[src/ttm_cfg.svh]
// Register field positions, write masks and reset values of the thermal monitor
`ifndef TTM_CFG_SVH
`define TTM_CFG_SVH
// Threshold register fields
`define TTM_THR_ARM 0
`define TTM_THR_IE 1
`define TTM_THR_DIR 2
`define TTM_THR_VAL_LSB 4
`define TTM_THR_VAL_MSB 10
`define TTM_THR_VLD 30
`define TTM_THR_RES 31
`define TTM_THR_WMASK 32'h0000_07F7
`define TTM_THR_RST 32'h0000_0000
// Control register fields
`define TTM_CTL_EN 0
`define TTM_CTL_SIT_LSB 1
`define TTM_CTL_SIT_MSB 13
`define TTM_CTL_WMASK 32'h0000_3FFF
`define TTM_CTL_RST 32'h0000_0000
// Fetch throttle register fields
`define TTM_THROT_EN 0
`define TTM_THROT_INT_LSB 1
`define TTM_THROT_INT_MSB 8
`define TTM_THROT_WMASK 32'h0000_01FF
`define TTM_THROT_RST 32'h0000_0000
`endif

[src/ttm_pkg.sv]
// Types shared by the thermal monitor
package ttm_pkg;
    typedef enum logic [2:0] {
        TTM_IDLE = 3'b001,
        TTM_SAMPLE = 3'b010,
        TTM_DONE = 3'b100
    } ttm_state_t;
    typedef enum logic [1:0] {
        TTM_SEL_A = 2'h0,
        TTM_SEL_B = 2'h1,
        TTM_SEL_CTL = 2'h2,
        TTM_SEL_THROT = 2'h3
    } ttm_spr_t;
endpackage

[src/ttm_thermal_threshold_monitor.sv]
// Thermal threshold monitor: threshold registers, comparator sequencing, fetch throttle
`include "ttm_cfg.svh"

// Behaviour
// - Sensor comparator checks junction temperature against software-programmed thresholds.
// - Threshold crossing with interrupt enabled raises a thermal exception pulse.
// - Two independent threshold registers, each checked against its own limit.
// - With one threshold armed, only that register drives the comparator.
// - With both armed, comparisons alternate between them, each raising exceptions.
// - Control register holds facility enable and comparator sample interval.
// - All thermal registers accessible only at supervisor level via special-register moves.
// - Software may rewrite thresholds and read results for successive approximation.
// - Throttle register sets the interval between instruction fetch grants.
module ttm_thermal_threshold_monitor #(
    parameter int VAL_W = 7,
    parameter int SIT_W = 13,
    parameter int INT_W = 8
) (
    // Clock and reset
    input wire logic clk,
    input wire logic rstn,
    // Special-purpose register moves
    input wire logic sprWrEn,
    input wire logic sprRdEn,
    input wire ttm_pkg::ttm_spr_t sprSel,
    input wire logic [31:0] sprWrData,
    input wire logic supervisor,
    output logic [31:0] sprRdData,
    output logic sprFault,
    // Analog sensor side
    output logic [VAL_W-1:0] dacCode,
    input wire logic cmpOut,
    // Exception and fetch pacing
    output logic thermalExc,
    output logic fetchGrant
);
    import ttm_pkg::*;

    // ==========================================
    // Reset release
    logic rstMeta;
    logic rstSync;

    always_ff @(posedge clk or negedge rstn) begin
        if (!rstn) begin
            rstMeta <= 1'b0;
            rstSync <= 1'b0;
        end else begin
            rstMeta <= 1'b1;
            rstSync <= rstMeta;
        end
    end

    // ==========================================
    // Helpers
    function automatic logic [31:0] thrWrite(input logic [31:0] data);
        thrWrite = data & `TTM_THR_WMASK;
    endfunction

    function automatic logic tempBeyond(input logic dir, input logic cmp);
        // Dir set: alarm when temperature is at or below the threshold
        tempBeyond = dir ? !cmp : cmp;
    endfunction

    // ==========================================
    // State
    logic [31:0] thrA;
    logic [31:0] thrB;
    logic [31:0] ctl;
    logic [31:0] throt;
    ttm_state_t state;
    logic chan;
    logic [SIT_W-1:0] sampleCnt;
    logic [INT_W-1:0] throtCnt;
    logic [31:0] next_thrA;
    logic [31:0] next_thrB;
    logic [31:0] next_ctl;
    logic [31:0] next_throt;
    ttm_state_t next_state;
    logic next_chan;
    logic [SIT_W-1:0] next_sampleCnt;
    logic [INT_W-1:0] next_throtCnt;
    logic [31:0] next_sprRdData;
    logic next_sprFault;
    logic [VAL_W-1:0] next_dacCode;
    logic next_thermalExc;
    logic next_fetchGrant;

    logic enable;
    logic armA;
    logic armB;
    logic wrOk;
    logic hit;
    logic chanIe;
    logic chanDir;
    logic chanArm;
    logic chanWritten;
    logic launchChan;
    logic launchWritten;
    logic [SIT_W-1:0] sitVal;
    logic [SIT_W-1:0] sitLimit;
    logic [INT_W-1:0] throtInt;

    assign enable = ctl[`TTM_CTL_EN];
    assign armA = thrA[`TTM_THR_ARM];
    assign armB = thrB[`TTM_THR_ARM];
    assign wrOk = sprWrEn && supervisor;
    assign sitVal = ctl[`TTM_CTL_SIT_MSB:`TTM_CTL_SIT_LSB];
    assign sitLimit = (sitVal == '0) ? '0 : sitVal - SIT_W'(1);
    assign throtInt = throt[`TTM_THROT_INT_MSB:`TTM_THROT_INT_LSB];
    assign chanIe = chan ? thrB[`TTM_THR_IE] : thrA[`TTM_THR_IE];
    assign chanDir = chan ? thrB[`TTM_THR_DIR] : thrA[`TTM_THR_DIR];
    assign chanArm = chan ? armB : armA;
    assign chanWritten = wrOk && (sprSel == (chan ? TTM_SEL_B : TTM_SEL_A));
    assign hit = tempBeyond(chanDir, cmpOut);
    assign launchChan = (armA && armB) ? !chan : armB;
    assign launchWritten = wrOk && (sprSel == (launchChan ? TTM_SEL_B : TTM_SEL_A));

    // ==========================================
    // Next-state logic
    always_comb begin
        next_thrA = thrA;
        next_thrB = thrB;
        next_ctl = ctl;
        next_throt = throt;
        next_state = state;
        next_chan = chan;
        next_sampleCnt = sampleCnt;
        next_dacCode = dacCode;
        next_thermalExc = 1'b0;
        next_sprRdData = 32'h0000_0000;
        next_sprFault = (sprWrEn || sprRdEn) && !supervisor;
        // Register moves, supervisor only
        if (wrOk) begin
            unique case (sprSel)
                TTM_SEL_A: next_thrA = thrWrite(sprWrData);
                TTM_SEL_B: next_thrB = thrWrite(sprWrData);
                TTM_SEL_CTL: next_ctl = sprWrData & `TTM_CTL_WMASK;
                TTM_SEL_THROT: next_throt = sprWrData & `TTM_THROT_WMASK;
            endcase
        end
        if (sprRdEn && supervisor) begin
            unique case (sprSel)
                TTM_SEL_A: next_sprRdData = thrA;
                TTM_SEL_B: next_sprRdData = thrB;
                TTM_SEL_CTL: next_sprRdData = ctl;
                TTM_SEL_THROT: next_sprRdData = throt;
            endcase
        end
        // Comparator sequencing
        if (!enable) begin
            next_state = TTM_IDLE;
        end else begin
            unique case (state)
                TTM_IDLE: begin
                    // Launch waits a cycle while its threshold is rewritten, so a sample never runs on a stale DAC value
                    if ((armA || armB) && !launchWritten) begin
                        next_chan = launchChan;
                        next_dacCode = launchChan ? thrB[`TTM_THR_VAL_MSB:`TTM_THR_VAL_LSB]
                                                  : thrA[`TTM_THR_VAL_MSB:`TTM_THR_VAL_LSB];
                        next_sampleCnt = '0;
                        next_state = TTM_SAMPLE;
                    end
                end
                TTM_SAMPLE: begin
                    // A rewritten or disarmed threshold abandons the sample
                    if (!chanArm || chanWritten) begin
                        next_state = TTM_IDLE;
                    end else if (sampleCnt == sitLimit) begin
                        next_state = TTM_DONE;
                    end else begin
                        next_sampleCnt = sampleCnt + SIT_W'(1);
                    end
                end
                TTM_DONE: begin
                    // Hardware set wins over a same-cycle software write
                    if (chan) begin
                        next_thrB[`TTM_THR_VLD] = 1'b1;
                        next_thrB[`TTM_THR_RES] = hit;
                    end else begin
                        next_thrA[`TTM_THR_VLD] = 1'b1;
                        next_thrA[`TTM_THR_RES] = hit;
                    end
                    next_thermalExc = hit && chanIe;
                    next_state = TTM_IDLE;
                end
                default: next_state = TTM_IDLE;
            endcase
        end
        // Fetch pacing
        next_throtCnt = '0;
        next_fetchGrant = 1'b1;
        if (throt[`TTM_THROT_EN]) begin
            next_fetchGrant = (throtCnt == throtInt);
            next_throtCnt = next_fetchGrant ? '0 : throtCnt + INT_W'(1);
        end
    end

    always_ff @(posedge clk or negedge rstSync) begin
        if (!rstSync) begin
            thrA <= `TTM_THR_RST;
            thrB <= `TTM_THR_RST;
            ctl <= `TTM_CTL_RST;
            throt <= `TTM_THROT_RST;
            state <= TTM_IDLE;
            chan <= 1'b1;
            sampleCnt <= '0;
            throtCnt <= '0;
            sprRdData <= 32'h0000_0000;
            sprFault <= 1'b0;
            dacCode <= '0;
            thermalExc <= 1'b0;
            fetchGrant <= 1'b0;
        end else begin
            thrA <= next_thrA;
            thrB <= next_thrB;
            ctl <= next_ctl;
            throt <= next_throt;
            state <= next_state;
            chan <= next_chan;
            sampleCnt <= next_sampleCnt;
            throtCnt <= next_throtCnt;
            sprRdData <= next_sprRdData;
            sprFault <= next_sprFault;
            dacCode <= next_dacCode;
            thermalExc <= next_thermalExc;
            fetchGrant <= next_fetchGrant;
        end
    end

    // ==========================================
    // Checks
    a_exc_needs_enable: assert property (@(posedge clk) disable iff (!rstSync)
        thermalExc |-> $past(enable))
        else $error("thermal exception while facility disabled");

    a_exc_has_cause: assert property (@(posedge clk) disable iff (!rstSync)
        thermalExc |-> $past(state == TTM_DONE) && $past(chanIe) && $past(hit))
        else $error("thermal exception without enabled crossing");

    a_user_write_ignored: assert property (@(posedge clk) disable iff (!rstSync)
        (sprWrEn && !supervisor && sprSel == TTM_SEL_CTL) |=> $stable(ctl))
        else $error("user-level write changed control register");

    a_user_access_faults: assert property (@(posedge clk) disable iff (!rstSync)
        ((sprWrEn || sprRdEn) && !supervisor) |=> sprFault && sprRdData == 32'h0000_0000)
        else $error("user-level access not refused");

    a_sample_length: assert property (@(posedge clk) disable iff (!rstSync)
        (state == TTM_DONE) |-> $past(state == TTM_SAMPLE) && $past(sampleCnt) == $past(sitLimit))
        else $error("sample interval not honoured");

    a_single_armed: assert property (@(posedge clk) disable iff (!rstSync)
        $rose(state == TTM_SAMPLE) |-> (chan ? armB : armA))
        else $error("comparison started on unarmed threshold");

    a_dual_alternate: assert property (@(posedge clk) disable iff (!rstSync)
        ($rose(state == TTM_SAMPLE) && $past(armA && armB)) |-> chan != $past(chan))
        else $error("dual mode did not alternate thresholds");

    a_dac_follows: assert property (@(posedge clk) disable iff (!rstSync)
        (state == TTM_SAMPLE) |-> dacCode == (chan ? thrB[`TTM_THR_VAL_MSB:`TTM_THR_VAL_LSB]
                                                    : thrA[`TTM_THR_VAL_MSB:`TTM_THR_VAL_LSB]))
        else $error("comparator threshold does not match register");

    a_result_flags: assert property (@(posedge clk) disable iff (!rstSync)
        (state == TTM_DONE && enable && !chan) |=> thrA[`TTM_THR_VLD] && thrA[`TTM_THR_RES] == $past(hit))
        else $error("threshold A result flags not recorded");

    a_throttle_gap: assert property (@(posedge clk) disable iff (!rstSync)
        (fetchGrant && throt[`TTM_THROT_EN] && throtInt != '0 && $past(throt[`TTM_THROT_EN])) |=> !fetchGrant)
        else $error("fetch grants not spaced by throttle interval");
endmodule

[config.mk]
export PLATFORM = sky130hd
export DESIGN_NAME = ttm_thermal_threshold_monitor
export DESIGN_NICKNAME = d
export VERILOG_FILES = /design/src/ttm_pkg.sv /design/src/ttm_thermal_threshold_monitor.sv
export VERILOG_INCLUDE_DIRS = /design/src
export SDC_FILE = /design/constraint.sdc
export NUM_CORES = 1
export LEC_CHECK = 0
export ABC_AREA = 1
export BUFFER_PORTS_ARGS = -buffer_cell sky130_fd_sc_hd__buf_2
export CORE_MARGIN = 2
export CORE_UTILIZATION = 53
export CTS_BUF_LIST = sky130_fd_sc_hd__clkbuf_8
export CTS_CLUSTER_DIAMETER = 100
export DETAILED_ROUTE_END_ITERATION = 10
export HOLD_SLACK_MARGIN = 0.05
export PLACE_DENSITY = 0.78
export SETUP_SLACK_MARGIN = 0.02
export SLEW_MARGIN = 40
export SYNTH_ARGS = -nofsm -noshare
export SYNTH_HDL_FRONTEND = slang
export SYNTH_SLANG_ARGS = --single-unit
[constraint.sdc]
create_clock -name clk -period 2.83 [get_ports clk]
set_input_delay 0.849 -clock clk [delete_from_list [all_inputs] [get_ports clk]]
set_output_delay 0.849 -clock clk [all_outputs]
set_load 0.05 [all_outputs]
Word-level counts from Yosys, hierarchy flattened
Index checks and enable logic that the tools add are counted.
{"block": "word_totals", "register_bits": 116, "inputBits": 40, "output_inout_bits": 42, "wordCells": 96}
{"block": "op_classes", "addsub": 3, "eq_ne": 15, "mux": 35, "n_reduce_logical": 26}
{"operator": "$mux 32", "count": 5}
{"operator": "$pmux 32 s4", "count": 1}
{"operator": "$mux 13", "count": 4}
{"operator": "$pmux 13 s2", "count": 1}
{"operator": "$mux 8", "count": 2}
{"operator": "$add 13x1->13 const B", "count": 1}
{"operator": "$eq 13x13->1", "count": 1}
{"operator": "$logic_not 13->1", "count": 1}
{"operator": "$sub 13x1->13 const B", "count": 1}
{"operator": "$mux 2", "count": 6}
{"operator": "$mux 3", "count": 4}
{"operator": "$mux 1", "count": 10}
{"operator": "$reduce_and 2->1", "count": 5}
{"operator": "$add 8x1->8 const B", "count": 1}
{"operator": "$eq 8x8->1", "count": 1}
{"operator": "$logic_and 1x1->1", "count": 8}
{"operator": "$mux 7", "count": 1}
{"operator": "$ne 2x2->1 const B", "count": 3}
{"operator": "$pmux 3 s2", "count": 1}
{"operator": "$logic_not 1->1", "count": 5}
{"operator": "$reduce_and 5->1", "count": 1}
{"operator": "$eq 2x1->1", "count": 2}
{"operator": "$eq 2x2->1 const B", "count": 2}
{"operator": "$ne 4x4->1 const B", "count": 1}
{"operator": "9 further kinds", "count": 11}

Depth between registers and ports, before layout
Gate-level depths: netlist of run 1.
{"block": "depth", "word_depth": 10, "mapped_depth": 17, "depth_no_buf": 16}

Least setup slack after synthesis of run 1
Ideal clock, no wire load.
{"block": "synth_timing", "path_kind": "input to register", "startpoint": "input port sprSel[0]", "endpoint": "register sampleCnt[3]", "setup_time_ps": 118, "arrival_ps": 2193, "t_required_ps": 2712, "path_slack_ps": 520, "cell_stages": 13, "path_buffers": 2, "path_cell_list": "buf_2 inv_2 nor2_4 inv_2 nor2_1 inv_1 a21oi_1 nand2_1 o21ai_1 inv_2 buf_2 nand4_1 nand2_1"}
{"block": "synth_via", "elab_chain_cells": 6, "elab_cells_between_ends": 10, "classes_between": "eq/ne: 4; reduce/logical: 6"}
{"item": "start: declaration", "line": "ttm_thermal_threshold_monitor.sv:25", "source": "input wire ttm_pkg::ttm_spr_t sprSel,"}
{"item": "$eq 2x1->1", "line": "ttm_thermal_threshold_monitor.sv:117", "source": "assign launchWritten = wrOk && (sprSel == (launchChan ? TTM_SEL_B : TTM_SEL_A));"}
{"item": "$logic_and 1x1->1", "line": "ttm_thermal_threshold_monitor.sv:117"}
{"item": "$logic_not 1->1", "line": "ttm_thermal_threshold_monitor.sv:157", "source": "if ((armA || armB) && !launchWritten) begin"}
{"item": "$logic_and 1x1->1", "line": "ttm_thermal_threshold_monitor.sv:157"}
{"item": "$ne 2x2->1 (no line)"}
{"item": "$reduce_and 5->1 (no line) (*)"}
{"item": "end signal: assignment", "line": "ttm_thermal_threshold_monitor.sv:221", "source": "sampleCnt <= next_sampleCnt;"}
{"item": "end: declaration", "line": "ttm_thermal_threshold_monitor.sv:73", "source": "logic [SIT_W-1:0] sampleCnt;"}
Every way passes the cells marked *; elsewhere a longest branch is shown, timed or not.
A chain may end at the register's enable or synchronous reset.

Worst setup path in the final report of run 1
{"block": "layout_timing", "startpoint": "register ctl[1]", "endpoint": "register sampleCnt[1]"}
{"block": "layout_via", "elab_chain_cells": 5, "elab_cells_between_ends": 6, "classes_between": "add/sub: 1; eq/ne: 2; mux: 1; reduce/logical: 2"}
{"item": "start: declaration", "line": "ttm_thermal_threshold_monitor.sv:69", "source": "logic [31:0] ctl;"}
{"item": "start signal: assignment", "line": "ttm_thermal_threshold_monitor.sv:203", "source": "ctl <= `TTM_CTL_RST;"}
{"item": "start signal: assignment", "line": "ttm_thermal_threshold_monitor.sv:217", "source": "ctl <= next_ctl;"}
{"item": "$sub 13x1->13 or $logic_not 13->1 (tied branches)", "line": "ttm_thermal_threshold_monitor.sv:109", "source": "assign sitLimit = (sitVal == '0) ? '0 : sitVal - SIT_W'(1);"}
{"item": "$mux 13 (*)", "line": "ttm_thermal_threshold_monitor.sv:109"}
{"item": "$eq 13x13->1 (*)", "line": "ttm_thermal_threshold_monitor.sv:169", "source": "end else if (sampleCnt == sitLimit) begin"}
{"item": "$ne 2x2->1 (no line) (*)"}
{"item": "$reduce_and 5->1 (no line) (*)"}
Marked as above.

==> metrics.md, run 1 <==
| Metric | Value |
|---|---|
| Worst-path fanout max | `23` |
| Vias per cell | `about 5.3` |
| Critical Path RT | `3.14 ns` |
| Crit path kind | `reg -> reg` |
| Placed cell count | `844` |
| Yosys reg bits | `100` |
| Cell Count, Final, Fillers Out | `860` |
| Mapped Avg Cell Area | `7.80 sq um` |
| Fin Clk Skew | `0.0177 ns` |
| Data arrival time of the critical path | `roughly 2.8 ns` |
| Area Overhead vs Synth | `10.9%` |
| Final worst path period share | `89.3%` |
| Via count | `4547` |
| Power per cell area | `703 mW/mm^2` |
| RR Startpoint | `ctl[1]` |
| Avg WL per Cell | `between 10 and 15 um` |
| Fin crit period | `2.53 ns` |
| DRT iter0 DRCs | `334` |
| Area post-placement | `0.00558 sq mm` |
| Worst-Skew Late Latency | `approximately 0.38 ns` |
| Cts repair resizes | `0` |
| Final setup vio count | `0` |
| Core area | `between 0.009 and 0.01 sq mm` |
| Total wire length | `11.9 mm` |
| GRT overflow | `0` |
| Die height | `103 um` |
| Startpoint Class | `flip-flop` |
| Upper clock frequency limit | `0.396 GHz` |
| Slew Viols, Final | `0` |
| Lkg Pwr | `0.00304 uW` |
| Io pins | `82` |
| Synth cell types | `37` |
| Hold Path Class | `in -> async` |
| Routability cong. | `0.904` |
| Met2 Wirelength | `5.48 mm` |
| Critical Path Sink Type | `flip-flop` |
| Die width | `slightly above 100 um` |
| Port bufs | `47` |
| Pre-antenna DRT Iters | `5` |
| Worst vdd ir | `0.342 mV` |
| Post-synth EDFFs | `0` |
| Main flop type after synthesis | `dfrtp_1` |
| Area leader, netlist | `dfrtp_1` |
| CP startpoint | `ctl[1]` |
| Die ar. | `0.0107 sq mm` |
| Htree depth | `3` |
| Cell area after synthesis | `between 0.005 and 0.006 sq mm` |
| Clk root buf | `clkbuf_8` |
| Max-cap viol count | `0` |
| Final instance area | `0.00580 sq mm` |
| Site Rows | `36` |
| Highest routed layer | `met4` |
| Fin nets | `approximately 770` |
| Most frequent cell after synthesis | `nand2_1` |
| Cts hold-fix bufs | `0` |
| Syn. warnings | `0` |
| Top cells by area, synth | `dfrtp_1 (47%), nand2_1 (13%), inv_1 (6.7%)` |
| RSZ-0062 raised after global routing | `no` |
| Setup_tns | `0 ns` |
| Reg clk slew, reported paths | `0.11 ns` |
| Postcts setup bufs | `0` |
| Sequential share of the synthesized area | `47.9%` |
| First-pass GRT wire length | `between 20 and 25 mm` |
| Syn Inst Count | `671` |
| Antenna-violating nets left | `0` |
| Met3 wire len | `871 um` |
| Max clock buf depth | `2` |
| FFs w/ async S/R, synth | `100%` |
| Total Routing Usage GR | `24.4%` |
| Status | `finished, final reports clean` |
| CTS tree | `done` |
| Antenna violations before repair | `0` |
| Largest net degree at the start of global routing | `54` |
| Post-synth top area share | `46.9%` |
| CTS buffer count | `9` |
| Worst slew pin tran | `0.804 ns` |
| Final Hold Viols | `0` |
| Vias in the first global route | `approximately 4300` |
| DP HPWL | `8.75 mm` |
| Sink Count | `100` |
| Initial Util | `54.0%` |
| M1 WL | `5.24 mm` |
| Layout cell share with drive strength beyond 1 | `between 10% and 20%` |
| Slew headroom | `45.8%` |
| Synth cell count leaders | `nand2_1 (181), dfrtp_1 (98), inv_1 (94)` |
| Diodes inserted | `0` |
| DR DRC count | `0` |
worst paths after layout:
check / cells past startpoint / slack, ns / endpoint
worst min-delay path: 1 / 0.25 / rstSync
worst min register to register: 0 / 0.36 / rstSync
min in group clk: 0 / 0.36 / rstSync
worst max-delay path: 14 / 0.30 / sampleCnt[1]
worst max register to register: 14 / 0.30 / sampleCnt[1]
max in group asynchronous: 1 / 1.71 / chan
through the flow:
step	utilization, %	hold slack [ns]	worst slack (ns)	total power (uW)
4_1_cts	59.8	0.239	0.205	4090
2_1_floorplan	-	0.331	0.520	2830
3_5_place_dp	57.6	0.340	0.133	3110
3_3_place_gp	57.6	0.340	0.201	3070
6_report	59.9	0.253	0.303	4080
5_1_grt	59.9	0.253	0.0542	4330
sequential cells by signal, summed over array words and instances, names as in the netlist:
signal      count
sampleCnt      13
throt           9
state           3
sprFault        1
chan            1
rstMeta         1
dacCode         7
fetchGrant      1
thrA           12
thrB           12
rstSync         1
ctl            14
sprRdData      16
thermalExc      1
throtCnt        8
placed cells by master (no fill, tap or decap), types with 2 or more instances in the layout:
cell	instances
dfstp_2	2
inv_2	3
ha_1	3
nor3_1	14
o21ai_1	2
xnor2_1	2
a221oi_1	7
nand2_4	2
nor2_1	55
nor2_4	2
inv_8	2
nor4_1	3
clkbuf_8	10
nand2_1	181
buf_4	11
nand3b_1	4
inv_1	94
clkinv_4	3
nand4_1	24
o21ai_0	50
o221ai_1	3
xor2_1	14
buf_2	47
a31oi_1	7
conb_1	17
dfrtp_1	97
nor2_2	4
a21oi_1	14
nand3_1	38
cell families (layout without fill, tap and decap cells):
kind of cell,Yosys count,after routing,share of synthesized area (%)
xor+xnor,16,16,2.68
flops,100,100,47.9
simple gates,331,331,27.7
compound gates,87,87,9.59
other cells,2,17,0.144
mux,1,1,0.215
fa+ha+maj,3,3,0.718
buf+inv,131,172,11.1
final cells by class:
type,instances,area (sq um)
Clock buffer,10,138
Timing Repair Buffer,59,338
Multi-Input combinational cell,455,2210
Clock inverter,6,78.8
Tap cell,133,166
Inverter,97,364
Fill cell,881,3880
Sequential cell,100,2510
power breakdown:
group | internal, uW | leakage (uW) | total [uW] | switching, uW
clock | 450 | 0.000110 | 978 | 528
combinational | 354 | 0.00165 | 1230 | 876
sequential | 1670 | 0.00128 | 1870 | 203
layer usage:
| metal | up-vias | GRT usage, % |
|---|---|---|
| met5 | - | 0 |
| li1 | 2220 | - |
| met4 | 0 | 9.62 |
| met1 | 2123 | 33.2 |
| met3 | 25 | 3.49 |
| met2 | 179 | 39.6 |
worst max-delay path, stage by stage, from the launching register on:
cell	delay (ns)
dfrtp_1	0.45
inv_1	0.17
ha_1	0.27
nand2_2	0.12
nor2_4	0.17
nand2_4	0.17
nand3_1	0.13
nand2_1	0.05
nor2_1	0.12
nand2_1	0.09
nor2_2	0.13
nand3_4	0.20
nand2_4	0.21
nand3_1	0.09
nand2_1	0.08
Note: power is estimated with default switching activity, not from simulation.
==> run 2, diff against run 1 <==
--- a/config.mk
+++ b/config.mk
@@ -9,4 +9,5 @@
 export ABC_AREA = 1
 export BUFFER_PORTS_ARGS = -buffer_cell sky130_fd_sc_hd__buf_2
+export CORE_ASPECT_RATIO = 0.9
 export CORE_MARGIN = 2
 export CORE_UTILIZATION = 53
@@ -16,4 +17,5 @@
 export HOLD_SLACK_MARGIN = 0.05
 export PLACE_DENSITY = 0.78
+export REMOVE_ABC_BUFFERS = 1
 export SETUP_SLACK_MARGIN = 0.02
 export SLEW_MARGIN = 40
==> constraint.sdc (replaced) <==
create_clock -name clk -period 2.83 [get_ports clk]
set_input_delay 0 -clock clk [delete_from_list [all_inputs] [get_ports clk]]
set_output_delay 0 -clock clk [all_outputs]
set_load 0.05 [all_outputs]
==> run 2 against run 1 <==
Maximum frequency rose by 1.2%. Largest power group unchanged. Total power is 1.9% lower. Sequential share of layout area decreased by 1.1 points. Hold slack lost 0.17 ns. Routed wire length grew 0.40%. Non-clock buffer count up 17. Sequential cell count unchanged. Global-route usage shrank 0.71 points. Die area is essentially flat. Final area rose by 2.5%. Critical path type unchanged. Largest cell class unchanged. Via count up 1.0%.
==> metrics.md, run 2 (synthesis gave the netlist of run 1 again) <==
| Metric | Value |
|---|---|
| Final Util | `61.6% (+1.7 points)` |
| CTS buffer count | `9 (unchanged)` |
| Initial Util | `54.2% (+0.15 points)` |
| Pre-antenna DRT Iters | `5 (unchanged)` |
| Worst-path fanout max | `15 (-35%)` |
| Fin Clk Skew | `0.0112 ns (-0.00654 ns)` |
| Data arrival time of the critical path | `2.80 ns (-0.04 ns)` |
| Htree depth | `3 (unchanged)` |
| Max reg flops | `16 (unchanged)` |
| Port bufs | `47 (unchanged)` |
| First-pass GRT wire length | `20.3 mm (unchanged)` |
| Hold Crit Start | `sprSel[0]` |
| Lkg Pwr | `0.00310 uW (+2.0%)` |
| Reg area | `0.00251 sq mm (unchanged)` |
| Max clock buf depth | `2 (unchanged)` |
| Layout cell share with drive strength beyond 1 | `12.4% (-0.56 points)` |
| Critical Path Sink | `sampleCnt[5]` |
| DRT iter0 DRCs | `309 (-7.5%)` |
| Crit-path cells | `inv_1 > ha_1 > nand2_1 > nor2_1 > nand2_1 > o21ai_0 > nand3_1 > nand2_1 > nand2_1 > nor2_2 > nand3_4 > nand2_4 > nand3_1 > nand2_1` |
| R2r endpoint | `sampleCnt[5]` |
| Worst slew pin tran | `0.822 ns (+0.0177 ns)` |
| DR DRC count | `0 (unchanged)` |
| Routability cong. | `0.878 (-2.8%)` |
| Sink Count | `100 (unchanged)` |
| Upper clock frequency limit | `0.401 GHz (+1.2%)` |
| DP HPWL | `8.59 mm (-1.8%)` |
| Via count | `4594 (+1.0%)` |
| CTS tree | `done` |
| Postcts setup bufs | `0 (unchanged)` |
| RSZ-0062 raised after global routing | `no` |
| Reg2reg setup slack | `0.33 ns (+0.03 ns)` |
| Crit path kind | `reg -> reg` |
| Max-cap viol count | `0 (unchanged)` |
| Critical Path RT | `3.13 ns (about the same)` |
| Area Overhead vs Synth | `13.7%` |
| Area of the multi-input gates | `0.00221 sq mm (+0.11%)` |
| Largest net degree at the start of global routing | `69 (+28%)` |
| Critical Path Sink Type | `flip-flop` |
| Largest stage delay, worst path | `0.44 ns (about the same)` |
| Die height | `98.3 um (-4.9%)` |
| Total wire length | `11.9 mm (+0.40%)` |
| Worst-Skew Late Latency | `0.37 ns (about the same)` |
| Site Rows | `34 (-5.6%)` |
| Slew headroom | `44.6% (-1.2 points)` |
| Die width | `109 um (+5.2%)` |
| Vias per cell | `5.28 (-0.13%)` |
| CP startpoint | `ctl[1]` |
| Power per cell area | `673 mW/mm^2 (-4.3%)` |
| Die ar. | `0.0107 sq mm (about the same)` |
| Biggest register | `sprRdData` |
| Most common cell after layout, fill and taps aside | `nand2_1` |
| Antenna violations before repair | `0 (unchanged)` |
| Antenna-violating nets left | `0 (unchanged)` |
| Final Hold Viols | `0 (unchanged)` |
| Slowest cell on crit path | `dfrtp_1` |
| Fin crit period | `2.50 ns (-0.0304 ns)` |
| Avg WL per Cell | `13.7 um (-0.76%)` |
| Worst vdd ir | `0.501 mV (+46%)` |
| Vias in the first global route | `4447 (+4.5%)` |
| RR Startpoint | `ctl[1]` |
| Area post-placement | `0.00555 sq mm (-0.52%)` |
| Commonest cells after routing, fill and taps aside | `nand2_1 (181), dfrtp_1 (97), inv_1 (94)` |
| R2R cell count | `14 (unchanged)` |
| Hold Path Class | `in -> reg` |
| Most frequent CP cell | `nand2_1` |
| Fill cells | `856 (-2.8%)` |
| Slew Viols, Final | `0 (unchanged)` |
| Clk root buf | `clkbuf_8` |
| Io pins | `82 (unchanged)` |
| GRT overflow | `0 (unchanged)` |
| Core area | `0.00966 sq mm (-0.28%)` |
| Final setup vio count | `0 (unchanged)` |
| Total Routing Usage GR | `23.7% (-0.71 points)` |
| Regs by FF count | `sprRdData: 16 flops, ctl: 14 flops, sampleCnt: 13 flops` |
| Startpoint Class | `flip-flop` |
| Reg clk slew, reported paths | `0.10 ns (about the same)` |
| Fin nets | `782 (+2.2%)` |
| Final worst path period share | `88.2% (-1.1 points)` |
| Final instance area | `0.00595 sq mm (+2.5%)` |
| Status | `finished, final reports clean` |
| Diodes inserted | `0 (unchanged)` |
-- run 2: how the worst min path moves through the flow --
stage / depth (start not counted) / end / slack (ns)
global placement: 1 / rstMeta / -0.21
floorplan: 0 / rstMeta / -0.30
global route: 3 / sprRdData[0] / 0.11
CTS: 5 / sprRdData[31] / 0.07
finish: 5 / sprRdData[31] / 0.08
detailed placement: 1 / rstMeta / -0.21
-- run 2: area by class of cell --
cell class              instances  share of cell area, %
flip-flops and latches        100                   42.2
multi-input cells             455                   37.2
repair buffers                 76                   8.67
inverters                      97                   6.12
well taps                     126                   2.65
clock buffers                  10                   2.31
clock inverters                 6                  0.905
-- run 2: metal layers --
metal	track usage, %	up-vias	share of wire [%]
met1	31.8	2170	45
met4	7.30	0	1.3
li1	-	2256	-
met5	0	-	0
met3	3.81	19	6.0
met2	39.4	149	47
-- run 2: power by group --
part           leakage, uW  internal, uW  total (uW)  switching [uW]
clock             0.000101           361         890             529
sequential         0.00128          1670        1860             193
combinational      0.00172           372        1250             879
-- run 2: repair_timing --
item / in CTS / in global routing
endpoints found under the setup margin: 0 / 8
gates resized for setup: 0 / 1
hold buffers: 20 / 0
endpoints found under the hold margin: 50 / 0
-- run 2: stage by stage --
| stage | setup TNS (ns) | worst slack, ns | total power, uW | cells | hold WS (ns) |
|---|---|---|---|---|---|
| 6_report | 0 | 0.333 | 4000 | 870 | 0.0824 |
| 5_1_grt | 0 | 0.0707 | 4260 | 870 | 0.108 |
| 4_1_cts | 0 | 0.285 | 4000 | 870 | 0.0686 |
| 3_5_place_dp | 0 | 0.322 | 3110 | 834 | -0.214 |
| 3_3_place_gp | 0 | 0.369 | 3060 | 834 | -0.215 |
| 2_1_floorplan | -15.20 | -0.158 | 2780 | 652 | -0.296 |
-- run 2: critical path, delay by kind of cell (launching register included) --
kind / cells / cell delay (ns)
DFF: 1 / 0.44
adders and majority gates: 1 / 0.26
buffers and inverters: 1 / 0.15
and+or+nand+nor: 11 / 1.31
AOI/OAI and AO/OA: 1 / 0.26
